==> src/hdl/pin_router_regs.svh <==
// Register offsets, field positions and reset values of the pin router
`ifndef PIN_ROUTER_REGS_SVH
`define PIN_ROUTER_REGS_SVH
`define ROUTE_CTRL_A_ADDR   8'hE1
`define ROUTE_CTRL_B_ADDR   8'hE2
`define PORT0_LATCH_ADDR    8'h80
`define PORT1_LATCH_ADDR    8'h90
`define PORT0_DRIVE_ADDR    8'hA4
`define PORT1_DRIVE_ADDR    8'hA5
`define PORT0_INSEL_ADDR    8'hF1
`define PORT1_INSEL_ADDR    8'hF2
`define ROUTE_A_MASK        8'hFD
`define ROUTE_B_MASK        8'h43
`define ROUTE_RESET         8'h00
`define LATCH_RESET         8'hFF
`define DRIVE_RESET         8'h00
`define INSEL_RESET         8'hFF
`define BIT_SERIAL          0
`define BIT_IRQ0            2
`define BIT_IRQ1            3
`define BIT_TMR0            4
`define BIT_TMR1            5
`define BIT_TMR2            6
`define BIT_TRIG            7
`define BIT_CMP0            0
`define BIT_CMP1            1
`define BIT_SYSCK           6
`define PIN_TX              0
`define PIN_RX              1
`define PIN_IRQ0            2
`define PIN_IRQ1            3
`define PIN_CMP0            2
`define PIN_CMP1            5
`define PIN_SYSCK           6
`define PIN_TMR0            4
`define PIN_TMR1            5
`define PIN_TMR2            6
`define PIN_TRIG            7
`endif

==> src/hdl/pin_router_pkg.sv <==
// Types shared by the pin router
package pin_router_pkg;
  typedef struct packed {
    logic       wr;
    logic       rd;
    logic [7:0] addr;
    logic [7:0] wdata;
  } reg_req_s;
  typedef struct packed {
    logic [7:0] out;
    logic [7:0] oe;
  } pin_drive_s;
endpackage

==> src/hdl/port_peripheral_pin_router.sv <==
// Port pin router with drive, input mode and latch control for ports 0 and 1
`timescale 1ns/1ps
`include "pin_router_regs.svh"
module port_peripheral_pin_router (
  input  wire logic                    mclk_i,
  input  wire logic                    rst_i,
  input  wire pin_router_pkg::reg_req_s req_i,
  output logic [7:0]                   rdata_o,
  input  wire logic                    serial_tx_i,
  output logic                         serial_rx_o,
  input  wire logic                    cmp_zero_out_i,
  input  wire logic                    cmp_one_out_i,
  input  wire logic                    core_clock_i,
  output logic                         tmr_zero_in_o,
  output logic                         tmr_one_in_o,
  output logic                         tmr_two_in_o,
  output logic                         tmr_two_trig_in_o,
  output logic                         ext_irq_zero_n_o,
  output logic                         ext_irq_one_n_o,
  input  wire logic [7:0]              port0_pin_i,
  input  wire logic [7:0]              port1_pin_i,
  output pin_router_pkg::pin_drive_s   port0_o,
  output pin_router_pkg::pin_drive_s   port1_o
);
  logic [7:0] route_ctrl_a;
  logic [7:0] route_ctrl_b;
  logic [7:0] port0_latch;
  logic [7:0] port1_latch;
  logic [7:0] port_zero_drive_cfg;
  logic [7:0] port_one_drive_cfg;
  logic [7:0] port_zero_input_sel;
  logic [7:0] port_one_input_sel;
  logic [7:0] p0_meta;
  logic [7:0] p0_sync;
  logic [7:0] p1_meta;
  logic [7:0] p1_sync;
  logic [7:0] p0_in;
  logic [7:0] p1_in;
  logic [7:0] p0_val;
  logic [7:0] p1_val;
  logic [7:0] p0_sel;
  logic [7:0] p1_sel;

  always_ff @(posedge mclk_i) begin
    if (rst_i) begin
      route_ctrl_a <= `ROUTE_RESET;
      route_ctrl_b <= `ROUTE_RESET;
    end else if (req_i.wr) begin
      if (req_i.addr == `ROUTE_CTRL_A_ADDR) begin
        route_ctrl_a <= req_i.wdata & `ROUTE_A_MASK;
      end
      if (req_i.addr == `ROUTE_CTRL_B_ADDR) begin
        route_ctrl_b <= req_i.wdata & `ROUTE_B_MASK;
      end
    end
  end

  always_ff @(posedge mclk_i) begin
    if (rst_i) begin
      port0_latch <= `LATCH_RESET;
      port1_latch <= `LATCH_RESET;
      port_zero_drive_cfg <= `DRIVE_RESET;
      port_one_drive_cfg  <= `DRIVE_RESET;
      port_zero_input_sel <= `INSEL_RESET;
      port_one_input_sel  <= `INSEL_RESET;
    end else if (req_i.wr) begin
      case (req_i.addr)
        `PORT0_LATCH_ADDR: port0_latch <= req_i.wdata;
        `PORT1_LATCH_ADDR: port1_latch <= req_i.wdata;
        `PORT0_DRIVE_ADDR: port_zero_drive_cfg <= req_i.wdata;
        `PORT1_DRIVE_ADDR: port_one_drive_cfg  <= req_i.wdata;
        `PORT0_INSEL_ADDR: port_zero_input_sel <= req_i.wdata;
        `PORT1_INSEL_ADDR: port_one_input_sel  <= req_i.wdata;
        default: ;
      endcase
    end
  end

  // Pin synchronisers
  always_ff @(posedge mclk_i) begin
    if (rst_i) begin
      p0_meta <= 8'hFF;
      p0_sync <= 8'hFF;
      p1_meta <= 8'hFF;
      p1_sync <= 8'hFF;
    end else begin
      p0_meta <= port0_pin_i;
      p0_sync <= p0_meta;
      p1_meta <= port1_pin_i;
      p1_sync <= p1_meta;
    end
  end

  // Analog-selected pins give no digital level
  assign p0_in = p0_sync & port_zero_input_sel;
  assign p1_in = p1_sync & port_one_input_sel;

  always_ff @(posedge mclk_i) begin
    if (rst_i) begin
      rdata_o <= 8'h00;
    end else if (req_i.rd) begin
      case (req_i.addr)
        `ROUTE_CTRL_A_ADDR: rdata_o <= route_ctrl_a;
        `ROUTE_CTRL_B_ADDR: rdata_o <= route_ctrl_b;
        `PORT0_LATCH_ADDR:  rdata_o <= p0_in;
        `PORT1_LATCH_ADDR:  rdata_o <= p1_in;
        `PORT0_DRIVE_ADDR:  rdata_o <= port_zero_drive_cfg;
        `PORT1_DRIVE_ADDR:  rdata_o <= port_one_drive_cfg;
        `PORT0_INSEL_ADDR:  rdata_o <= port_zero_input_sel;
        `PORT1_INSEL_ADDR:  rdata_o <= port_one_input_sel;
        default:            rdata_o <= 8'h00;
      endcase
    end
  end

  // Peripheral output selection
  always_comb begin
    p0_sel = port0_latch;
    p1_sel = port1_latch;
    if (route_ctrl_a[`BIT_SERIAL]) begin
      p0_sel[`PIN_TX] = serial_tx_i;
    end
    if (route_ctrl_b[`BIT_CMP0]) begin
      p1_sel[`PIN_CMP0] = cmp_zero_out_i;
    end
    if (route_ctrl_b[`BIT_CMP1]) begin
      p1_sel[`PIN_CMP1] = cmp_one_out_i;
    end
  end

  // Registered pin values; the clock output is combinational by nature
  always_ff @(posedge mclk_i) begin
    if (rst_i) begin
      p0_val <= `LATCH_RESET;
      p1_val <= `LATCH_RESET;
    end else begin
      p0_val <= p0_sel;
      p1_val <= p1_sel;
    end
  end

  always_comb begin
    port0_o.out = p0_val;
    port1_o.out = p1_val;
    if (route_ctrl_b[`BIT_SYSCK]) begin
      port1_o.out[`PIN_SYSCK] = core_clock_i;
    end
    // Open-drain drives only a low; push-pull drives always
    port0_o.oe = port_zero_drive_cfg | ~port0_o.out;
    port1_o.oe = port_one_drive_cfg | ~port1_o.out;
  end

  // Routed inputs; unrouted inputs rest inactive
  assign serial_rx_o = route_ctrl_a[`BIT_SERIAL] ? p0_in[`PIN_RX] : 1'b1;
  assign tmr_zero_in_o = route_ctrl_a[`BIT_TMR0] & p0_in[`PIN_TMR0];
  assign tmr_one_in_o = route_ctrl_a[`BIT_TMR1] & p0_in[`PIN_TMR1];
  assign tmr_two_in_o = route_ctrl_a[`BIT_TMR2] & p0_in[`PIN_TMR2];
  assign tmr_two_trig_in_o = route_ctrl_a[`BIT_TRIG] & p0_in[`PIN_TRIG];
  assign ext_irq_zero_n_o = route_ctrl_a[`BIT_IRQ0] ? p0_in[`PIN_IRQ0] : 1'b1;
  assign ext_irq_one_n_o = route_ctrl_a[`BIT_IRQ1] ? p0_in[`PIN_IRQ1] : 1'b1;

  property p_route_a_unused;
    @(posedge mclk_i) disable iff (rst_i) route_ctrl_a[1] == 1'b0;
  endproperty
  a_route_a_unused: assert property (p_route_a_unused) else $error("route a bit1 set");

  property p_route_b_unused;
    @(posedge mclk_i) disable iff (rst_i) (route_ctrl_b & 8'hBC) == 8'h00;
  endproperty
  a_route_b_unused: assert property (p_route_b_unused) else $error("route b unused set");

  property p_serial_tx;
    @(posedge mclk_i) disable iff (rst_i)
      route_ctrl_a[0] && $stable(route_ctrl_a) |=> port0_o.out[0] == $past(serial_tx_i);
  endproperty
  a_serial_tx: assert property (p_serial_tx) else $error("tx not routed");

  property p_sysck;
    @(posedge mclk_i) disable iff (rst_i)
      route_ctrl_b[6] |-> port1_o.out[6] == core_clock_i;
  endproperty
  a_sysck: assert property (p_sysck) else $error("clock not routed");

  property p_cmp1;
    @(posedge mclk_i) disable iff (rst_i)
      route_ctrl_b[1] && $stable(route_ctrl_b) |=> port1_o.out[5] == $past(cmp_one_out_i);
  endproperty
  a_cmp1: assert property (p_cmp1) else $error("cmp1 not routed");

  property p_cmp0;
    @(posedge mclk_i) disable iff (rst_i)
      !route_ctrl_b[0] && $stable(route_ctrl_b) |=> port1_o.out[2] == $past(port1_latch[2]);
  endproperty
  a_cmp0: assert property (p_cmp0) else $error("cmp0 leaks");

  property p_tmr0;
    @(posedge mclk_i) disable iff (rst_i)
      !route_ctrl_a[4] |-> !tmr_zero_in_o;
  endproperty
  a_tmr0: assert property (p_tmr0) else $error("timer0 unrouted active");

  property p_irq0;
    @(posedge mclk_i) disable iff (rst_i)
      !route_ctrl_a[2] |-> ext_irq_zero_n_o;
  endproperty
  a_irq0: assert property (p_irq0) else $error("irq0 unrouted active");

  property p_open_drain;
    @(posedge mclk_i) disable iff (rst_i)
      !port_zero_drive_cfg[3] && port0_o.out[3] |-> !port0_o.oe[3];
  endproperty
  a_open_drain: assert property (p_open_drain) else $error("open-drain drives high");

  property p_reset_state;
    @(posedge mclk_i) $fell(rst_i) |-> port0_latch == 8'hFF && port_zero_drive_cfg == 8'h00
      && port0_o.oe == 8'h00;
  endproperty
  a_reset_state: assert property (p_reset_state) else $error("reset pins not floating");
endmodule

==> config.mk <==
export PLATFORM = sky130hd
export DESIGN_NAME = port_peripheral_pin_router
export DESIGN_NICKNAME = d
export VERILOG_FILES = /design/src/hdl/pin_router_pkg.sv /design/src/hdl/port_peripheral_pin_router.sv
export VERILOG_INCLUDE_DIRS = /design/src /design/src/hdl
export SDC_FILE = /design/constraint.sdc
export NUM_CORES = 1
export LEC_CHECK = 0
export BUFFER_PORTS_ARGS = -buffer_cell sky130_fd_sc_hd__buf_2
export CAP_MARGIN = 15
export CORE_UTILIZATION = 57
export DETAILED_ROUTE_END_ITERATION = 7
export PLACE_DENSITY = 0.82
export REMOVE_ABC_BUFFERS = 1
export SKIP_LAST_GASP = 1
export SLEW_MARGIN = 20
export SYNTH_ARGS = -nofsm -noshare
export SYNTH_HDL_FRONTEND = slang
export SYNTH_SLANG_ARGS = --single-unit
==> constraint.sdc <==
create_clock -name mclk_i -period 2.85 [get_ports mclk_i]
set_input_delay 0.57 -clock mclk_i [delete_from_list [all_inputs] [get_ports mclk_i]]
set_output_delay 0.57 -clock mclk_i [all_outputs]
set_load 0.05 [all_outputs]
==> flow_summary.yaml, run 1 <==
run_status:
  status: "finished, final reports clean"
synth:
  yosysWarningCount: 0
  syn_inst: 473
  yosys.area.top_type: "dfxtp_1"
  avgSynthCellArea_um2: 9.72
  synth_area_leaders: "dfxtp_1 (50%), or2_2 (6.1%), mux2i_1 (5.9%)"
  netlist-cell-type-count: 50
  synth_top_cell_area_share: 0.497
  synthArstFlopShare: 0
  synth_edf_count: 0
  synth_top_flop_cell: "dfxtp_1"
  synth_seq_cells: 114
  netlist_area_um2: 4600
  yosysSeqAreaShare: 0.497
clock_tree:
  cts_tree: "yes"
  clkSlewWorstSetupHoldPaths_ns: 0.06
  clock_latency_ns: 0.51
  cts.path.max_buffers: 2
  cts.htree.levels: 4
  cts.sinks: 114
  cts_root_buffer: "clkbuf_8"
  ctsResizeCount: 0
  cts_setup_buffers: 0
  cts_buffers: 17
  cts.hold.buffers_added: 0
detailed_routing:
  vias_per_cell: 5.78
  vias: 3875
  drt-total-wl_mm: 11.7
  drc: 0
  avgRoutedWirePerCell_um: 17.4
  drt_iter0_markers: 252
  drtAntennaViolNets: 0
  firstDrtPassIters: 7
timing:
  finalHoldViolCount: 0
  fin_skew_ns: 0.00535
  fin_setup_tns_ns: 0
  max_freq_mhz: 465
  fin_crit_sh: 0.754
  setup_viol: 0
  maxSlewViolCount: 0
  rsz0062_at_grt: "false"
  final.min_clock_period_ns: 2.15
  max-slew-margin-rel: 0.583
  worst_pin_slew_ns: 0.626
placement:
  place.gp.congestion: 0.920
  dpl.hpwl_mm: 7.76
  place_area_um2: 5090
  numPortBuffers: 86
power:
  p_switching_mw: 0.826
  seq_power_share: 0.414
  p_clk_frac: 0.545
  switching_share: 0.210
  vdd_drop_max_mv: 0.476
  powerDensity_nw_per_um2: 692
  p_int_mw: 3.11
  leakage_nw: 2.65
  comb_power_share: 0.041
die:
  rows: 32
  pin_count: 87
  fp.dieArea_um2: 8430
  die_y_um: 91.8
  initial_core_util: 0.592
  die_x_um: 91.8
  coreArea_um2: 7770
final_layout:
  diodes: 0
  fillers: 577
  layout_commonest_cell: "dfxtp_1"
  synthToLayoutAreaGrowth_pct: 23.6
  multi_input_area_um2: 2090
  fin_nets: 596
  layout-drive-gt1-share: 0.343
  fin_area_um2: 5680
  register_area_um2: 2280
  final_cell_mix: "dfxtp_1 (114), buf_2 (86), nor2_1 (54), or2_2 (45), nand2_1 (35)"
grt:
  track_usage: 0.294
  grt_first_pass_wirelength_mm: 18.6
  antenna_found_initial: 0
  overflow: 0
  grt_start_max_net_pins: 74
  grt_pass1_vias: 3776
setup_path:
  crit_path_start: "route_ctrl_b[6]"
  critPathTopFamily: "flip-flops"
  crit_fanout: 3
  path_buf_inv: 1
  cp_cell_sequence: "mux2_2 -> nand2b_1 -> buf_2"
  critPathKind: "register to output port"
  cpMaxStageDelayCell: "dfxtp_1"
  worst-endpoint-required_ns: 2.28
  cp-start-kind: "register"
  cp_data_arrival_time_ns: 1.58
  critPathCaptureType: "output port"
  crit-reg2reg-launch: "port_one_drive_cfg[0]"
  slowest_delay_ns: 0.39
run:
  max-cap-violations: 0
worst_hold_path:
  hp-start: "port1_pin_i[2]"
  hp-class: "input pin to register"
layout make-up:
cell class,instances,area share
flip-flops and latches,114,0.402
repair buffers,102,0.0969
well taps,102,0.0225
clock buffers,19,0.0760
multi-input cells,311,0.368
clock inverters,12,0.0288
inverters,10,0.00661
worst register-to-register path, stage by stage (launching register included):
cell and delay (ns):
dfxtp_1 0.31, mux2_1 0.33, a221oi_1 0.27, o21ai_0 0.15, o211a_1 0.13
cells by family (layout without fill, tap and decap cells):
logic type / count (synthesis) / after routing / synth area share
AOI/OAI and AO/OA: 69 / 69 / 0.124
buffers and inverters: 48 / 143 / 0.0490
DFF: 114 / 114 / 0.497
muxes: 36 / 36 / 0.0809
and+or+nand+nor: 206 / 206 / 0.250
Yosys cell counts (all sizes together), types with 3 or more instances:
cell,count
clkbuf,19
nand2,35
nand2b,16
o211ai,3
o211a,4
a222oi,3
nor4b,6
inv,10
a22oi,5
a211o,27
or2,46
mux2,9
o21ai,10
nand3,10
dfxtp,114
mux2i,27
buf,19
nor2b,6
and3,10
nand3b,12
nor2,55
final timing paths:
kind | end | slack [ns] | cells after the start
hold reg to reg | p0_sync[2] | 0.40 | 1
setup / recovery | port1_o[6] | 0.70 | 3
setup reg to reg | rdata_o[0] | 1.54 | 4
hold / removal | p1_meta[2] | 0.23 | 2
metal layers:
| metal | up-vias | part of all wire | track usage | routed length [µm] |
|---|---|---|---|---|
| met4 | 0 | 0.030 | 0.159 | 347 |
| met2 | 199 | 0.49 | 0.487 | 5650 |
| met1 | 1843 | 0.41 | 0.346 | 4720 |
| li1 | 1797 | - | - | - |
| met5 | - | 0 | 0 | 0 |
| met3 | 36 | 0.080 | 0.0804 | 928 |
stage by stage:
step	instances	setup slack, ns	utilization	hold WS [ns]	total power, mW
floorplan	435	0.704	-	0.389	1.72
global placement	639	0.335	0.655	0.391	1.81
finish	670	0.700	0.731	0.232	3.93
detailed placement	639	0.276	0.655	0.396	1.82
CTS	670	0.689	0.731	0.222	3.94
global route	670	0.640	0.731	0.216	4.04
power groups by stage:
stage / Sequential (mW) / Clock (mW) / Combinational [mW]
after global routing: 1.63 / 2.24 / 0.176
after global placement: 1.66 / 0 / 0.154
after detailed placement: 1.66 / 0 / 0.158
final: 1.63 / 2.14 / 0.161
after CTS: 1.63 / 2.16 / 0.159
after floorplan: 1.66 / 0 / 0.0606
registers in the layout, indices dropped and copies added (netlist names):
name                 flops
p0_meta                  8
p0_sync                  8
p0_val                   8
p1_meta                  8
p1_sync                  8
p1_val                   8
port0_latch              8
port1_latch              8
port_one_drive_cfg       8
port_one_input_sel       8
port_zero_drive_cfg      8
port_zero_input_sel      8
rdata_o                  8
route_ctrl_a             7
route_ctrl_b             3
(Power assumes the default switching activity.)
==> run 2, diff against run 1 <==
--- a/config.mk
+++ b/config.mk
@@ -6,11 +6,12 @@
 export SDC_FILE = /design/constraint.sdc
 export NUM_CORES = 1
 export LEC_CHECK = 0
+export ABC_AREA = 1
 export BUFFER_PORTS_ARGS = -buffer_cell sky130_fd_sc_hd__buf_2
 export CAP_MARGIN = 15
-export CORE_UTILIZATION = 57
+export CORE_UTILIZATION = 55
 export DETAILED_ROUTE_END_ITERATION = 7
-export PLACE_DENSITY = 0.82
+export PLACE_DENSITY = 0.79
 export REMOVE_ABC_BUFFERS = 1
 export SKIP_LAST_GASP = 1
 export SLEW_MARGIN = 20
==> constraint.sdc (replaced) <==
create_clock -name mclk_i -period 2 [get_ports mclk_i]
set_input_delay 0.4 -clock mclk_i [delete_from_list [all_inputs] [get_ports mclk_i]]
set_output_delay 0.4 -clock mclk_i [all_outputs]
set_load 0.05 [all_outputs]
==> run 2 against run 1 <==
Cell count up 20%. Sequential share of layout area shrank 0.77 points. Final area up 2.0%. Worst hold slack worse by 0.17 ns. Wire length fell by 0.56%. Total power up 46%. Clock-buffer cell count is 4 higher. Clock power rose by 48%. Largest cell class unchanged. Sequential cell count is the same. Global-route usage shrank 2.1 points.
==> flow_summary.yaml, run 2 <==
setup_path:
  cp-start-kind: "register"
  critPathCaptureType: "output port"
  cp_data_arrival_time_ns: 1.39
  crit_fanout: 3
  r2r_cells: 8
  worst-endpoint-required_ns: 1.60
  cp_cell_sequence: "nand2_1 -> nor2_1 -> buf_2"
  slowest_delay_ns: 0.37
  critPathKind: "register to output port"
  cpMaxStageDelayCell: "dfxtp_1"
die:
  die_x_um: 94.9
  initial_core_util: 0.572
  coreArea_um2: 8300
  pin_count: 87
  fp.dieArea_um2: 9010
  die_y_um: 94.9
  rows: 33
final_layout:
  layout_commonest_cell: "nand2_1"
  utilization: 0.698
  diodes: 0
  layout-drive-gt1-share: 0.294
  final_cell_mix: "nand2_1 (165), dfxtp_1 (114), buf_2 (86), nand3_1 (84), inv_1 (46)"
  fin_nets: 725
  synthToLayoutAreaGrowth_pct: 22.0
grt:
  grt_start_max_net_pins: 64
  track_usage: 0.273
  overflow: 0
  antenna_found_initial: 0
  grt_pass1_vias: 3853
  grt_first_pass_wirelength_mm: 18.3
timing:
  setup_viol: 0
  worst_pin_slew_ns: 0.459
  fin_setup_tns_ns: 0
  finalHoldViolCount: 0
  fin_skew_ns: 0.00480
  whs_ns: 0.0658
  rsz0062_at_grt: "false"
  max-slew-margin-rel: 0.693
  final.min_clock_period_ns: 1.79
  max_freq_mhz: 557
  maxSlewViolCount: 0
  fin_crit_sh: 0.897
clock_tree:
  ctsResizeCount: 0
  clkSlewWorstSetupHoldPaths_ns: 0.05
  cts_tree: "yes"
  cts_root_buffer: "clkbuf_8"
  cts.hold.buffers_added: 0
  cts.htree.levels: 4
  cts_buffers: 17
  cts_setup_buffers: 0
  clock_latency_ns: 0.51
  cts.sinks: 114
  cts.path.max_buffers: 2
synth:
  synth_seq_cells: 114
  yosysSeqAreaShare: 0.481
  netlist_area_um2: 4750
  synth.most_common_cell: "nand2_1"
  synthArstFlopShare: 0
  avgSynthCellArea_um2: 7.86
  syn_inst: 604
  synth_edf_count: 0
  synth_top_cell_area_share: 0.481
  synthTopCellsByCount: "nand2_1 (165), dfxtp_1 (114), nand3_1 (84)"
  synth_area_leaders: "dfxtp_1 (48%), nand2_1 (13%), nand3_1 (8.9%)"
  netlist-cell-type-count: 26
  synth_top_flop_cell: "dfxtp_1"
  yosys.area.top_type: "dfxtp_1"
  yosysWarningCount: 0
detailed_routing:
  firstDrtPassIters: 5
  drt-total-wl_mm: 11.6
  drtAntennaViolNets: 0
  vias_per_cell: 5.29
  avgRoutedWirePerCell_um: 14.4
  vias: 4247
  drt_iter0_markers: 409
  drc: 0
power:
  leakage_nw: 2.83
  powerDensity_nw_per_um2: 989
  power_mw: 5.73
  vdd_drop_max_mv: 0.637
placement:
  place.gp.congestion: 0.936
  numPortBuffers: 86
  dpl.hpwl_mm: 7.76
run:
  max-cap-violations: 0
worst_hold_path:
  hp-class: "input pin to register"
  worstHoldPathCells: 2
run_status:
  status: "finished, final reports clean"
run 2: changes by cell type in the layout (fill, tap and decap cells not counted), moves of 24 or more:
cell	before	now
nand2_1	35	165
nand3_1	9	84
inv_1	10	46
nor2_1	54	26
a211o_1	27	0
mux2i_1	27	0
a21oi_1	2	26
run 2: per-stage QoR:
stage	instances	instance area (µm²)	setup WS [ns]
2_1_floorplan	575	4550	0.368
3_3_place_gp	771	5160	0.289
3_5_place_dp	771	5160	0.180
4_1_cts	803	5790	0.209
5_1_grt	803	5790	0.124
6_report	803	5790	0.205
run 2: cell families after synthesis:
logic type / after synthesis / synth area share
buffers and inverters: 84 / 0.0843
AO/OA/AOI/OAI: 62 / 0.0727
AND/OR/NAND/NOR: 344 / 0.362
flip-flops: 114 / 0.481
run 2: worst paths after layout:
kind | from | end | slack (ns)
max | port_zero_input_sel[7] | tmr_two_trig_in_o | 0.21
min | port0_pin_i[1] | p0_meta[1] | 0.07
max reg2reg | port_zero_input_sel[1] | rdata_o[1] | 0.90
min reg2reg | p1_meta[6] | p1_sync[6] | 0.41
run 2: area by class of cell:
| class | count | area, µm² |
|---|---|---|
| clock buffer | 23 | 477 |
| clock inverter | 9 | 151 |
| fill | 676 | 2510 |
| inverter | 55 | 206 |
| multi-input combinational | 406 | 2060 |
| sequential | 114 | 2280 |
| tap | 105 | 131 |
| timing repair buffer | 91 | 480 |
run 2: worst max-delay path: cells and delay by family (launching register included):
kind | cells | cell delay, ns
buffers and inverters | 1 | 0.28
DFF | 1 | 0.37
and+or+nand+nor | 2 | 0.23
run 2: layer usage:
layer	wire length (µm)	GRT usage
met2	5550	0.441
met1	4790	0.342
met4	340	0.124
met3	906	0.0668
met5	0	0
run 2: power breakdown:
group          switching, mW  internal [mW]
registers            0.00933           2.31
logic                  0.170         0.0837
clock network           1.01           2.15
total                   1.19           4.54
==> run 3, diff against run 2 <==
--- a/config.mk
+++ b/config.mk
@@ -6,12 +6,11 @@
 export SDC_FILE = /design/constraint.sdc
 export NUM_CORES = 1
 export LEC_CHECK = 0
-export ABC_AREA = 1
+export ABC_AREA = 0
 export BUFFER_PORTS_ARGS = -buffer_cell sky130_fd_sc_hd__buf_2
 export CAP_MARGIN = 15
-export CORE_UTILIZATION = 55
+export CORE_UTILIZATION = 30
 export DETAILED_ROUTE_END_ITERATION = 7
-export PLACE_DENSITY = 0.79
 export REMOVE_ABC_BUFFERS = 1
 export SKIP_LAST_GASP = 1
 export SLEW_MARGIN = 20
==> run 3 against run 2 <==
Global-route usage is 11 points lower. Register-to-register slack worse by 0.22 ns. Clock-buffer cell count is 1 lower. Final area is 3.5% higher. Die area is 76% higher. Clock skew is 0.00078 ns higher. Non-clock buffer count is 26 higher. Critical path type unchanged.
==> flow_summary.yaml, run 3 (synthesis results as in run 1) <==
setup_path:
  critPathKind: "register to output port"
  critPathTopFamily: "flip-flops"
  slowest_delay_ns: 0.37
  cpMaxStageDelayCell: "dfxtp_1"
  worst-endpoint-required_ns: 1.60
  path_buf_inv: 1
  critPathCaptureType: "output port"
  crit_path_start: "route_ctrl_b[6]"
  crit-reg2reg-launch: "route_ctrl_b[1]"
  cp-start-kind: "register"
  crit_fanout: 3
  cp_cell_sequence: "mux2_2 -> nand2b_1 -> buf_2"
  regToRegSetupSlack_ns: 0.68
  cp_data_arrival_time_ns: 1.45
power:
  p_clk_frac: 0.554
  leakage_nw: 2.75
  p_int_mw: 4.58
  comb_power_share: 0.042
  seq_power_share: 0.403
  powerDensity_nw_per_um2: 959
  switching_share: 0.203
  vdd_drop_max_mv: 0.731
  p_switching_mw: 1.17
final_layout:
  synthToLayoutAreaGrowth_pct: 30.4
  layout_commonest_cell: "dfxtp_1"
  layout-drive-gt1-share: 0.360
  diodes: 0
  fin_nets: 611
  final_cell_mix: "dfxtp_1 (114), buf_2 (86), nor2_1 (54), or2_2 (45), nand2_1 (35)"
  fin_area_um2: 5990
  fillers: 1451
timing:
  setup_viol: 0
  max-slew-margin-rel: 0.717
  fin_skew_ns: 0.00558
  setup_ws_ns: 0.152
  maxSlewViolCount: 0
  rsz0062_at_grt: "false"
  worst_pin_slew_ns: 0.419
  max_freq_mhz: 541
  final.min_clock_period_ns: 1.85
  whs_ns: 0.174
  fin_crit_sh: 0.924
  finalHoldViolCount: 0
clock_tree:
  cts.sinks: 114
  cts_tree: "yes"
  cts.hold.buffers_added: 0
  cts.path.max_buffers: 2
  cts_root_buffer: "clkbuf_16"
  cts_setup_buffers: 0
  cts.htree.levels: 4
  clock_latency_ns: 0.40
  cts_buffers: 17
  ctsResizeCount: 0
  clkSlewWorstSetupHoldPaths_ns: 0.05
grt:
  grt_first_pass_wirelength_mm: 19.4
  grt_pass1_vias: 3736
  track_usage: 0.159
  overflow: 0
  antenna_found_initial: 0
  grt_start_max_net_pins: 37
die:
  pin_count: 87
  die_x_um: 126
  rows: 44
  initial_core_util: 0.311
  die_y_um: 126
  coreArea_um2: 14800
  fp.dieArea_um2: 15800
detailed_routing:
  drt-total-wl_mm: 12.2
  vias_per_cell: 4.84
  firstDrtPassIters: 4
  drc: 0
  drtAntennaViolNets: 0
  drt_iter0_markers: 273
  avgRoutedWirePerCell_um: 15.9
  vias: 3715
run:
  max-cap-violations: 0
placement:
  place.gp.congestion: 0.828
  place_area_um2: 5360
  dpl.hpwl_mm: 8.91
  place_ws_ns: -0.0635
  numPortBuffers: 86
run_status:
  status: "finished, final reports clean"
worst_hold_path:
  hp-class: "input pin to register"
  hp-start: "port0_pin_i[0]"
run 3: power by group through the flow:
stage	combinational [mW]	sequential (mW)	clock [mW]
2_1_floorplan	0.0864	2.37	0
3_3_place_gp	0.240	2.37	0
3_5_place_dp	0.243	2.37	0
4_1_cts	0.244	2.32	3.24
5_1_grt	0.267	2.32	3.34
6_report	0.243	2.32	3.19
run 3: per-layer routing:
| layer | global-route usage | up-vias | part of all wire |
|---|---|---|---|
| li1 | - | 1821 | - |
| met3 | 0.0548 | 11 | 0.063 |
| met2 | 0.267 | 118 | 0.48 |
| met5 | 0 | - | 0 |
| met4 | 0.0461 | 0 | 0.0068 |
| met1 | 0.193 | 1765 | 0.45 |
run 3: worst paths after layout:
path,end,cells past startpoint
worst max register to register,rdata_o[1],4
worst min register to register,p0_sync[7],1
worst max-delay path,port1_o[6],3
worst min-delay path,p0_meta[0],2
run 3: cell type report:
cell class / instances / area, µm² / area share
Clock buffer: 22 / 474 / 0.0791
Multi-Input combinational cell: 311 / 2090 / 0.348
Timing Repair Buffer: 117 / 726 / 0.121
Clock inverter: 10 / 155 / 0.0259
Sequential cell: 114 / 2280 / 0.381
Inverter: 10 / 37.5 / 0.00626
Tap cell: 184 / 230 / 0.0384
run 3: through the flow:
stage / setup TNS (ns) / power (mW) / util / std cells
finish: 0 / 5.75 / 0.406 / 768
global route: 0 / 5.92 / 0.406 / 768
CTS: 0 / 5.80 / 0.406 / 768
detailed placement: -0.282 / 2.61 / 0.364 / 736
global placement: 0 / 2.61 / 0.364 / 736
floorplan: 0 / 2.45 / - / 435
run 3: worst register-to-register path, delay by kind of cell, from the launching register on:
| family | cells | cell delay, ns |
|---|---|---|
| muxes | 1 | 0.27 |
| AOI/OAI and AO/OA | 3 | 0.58 |
| DFF | 1 | 0.34 |
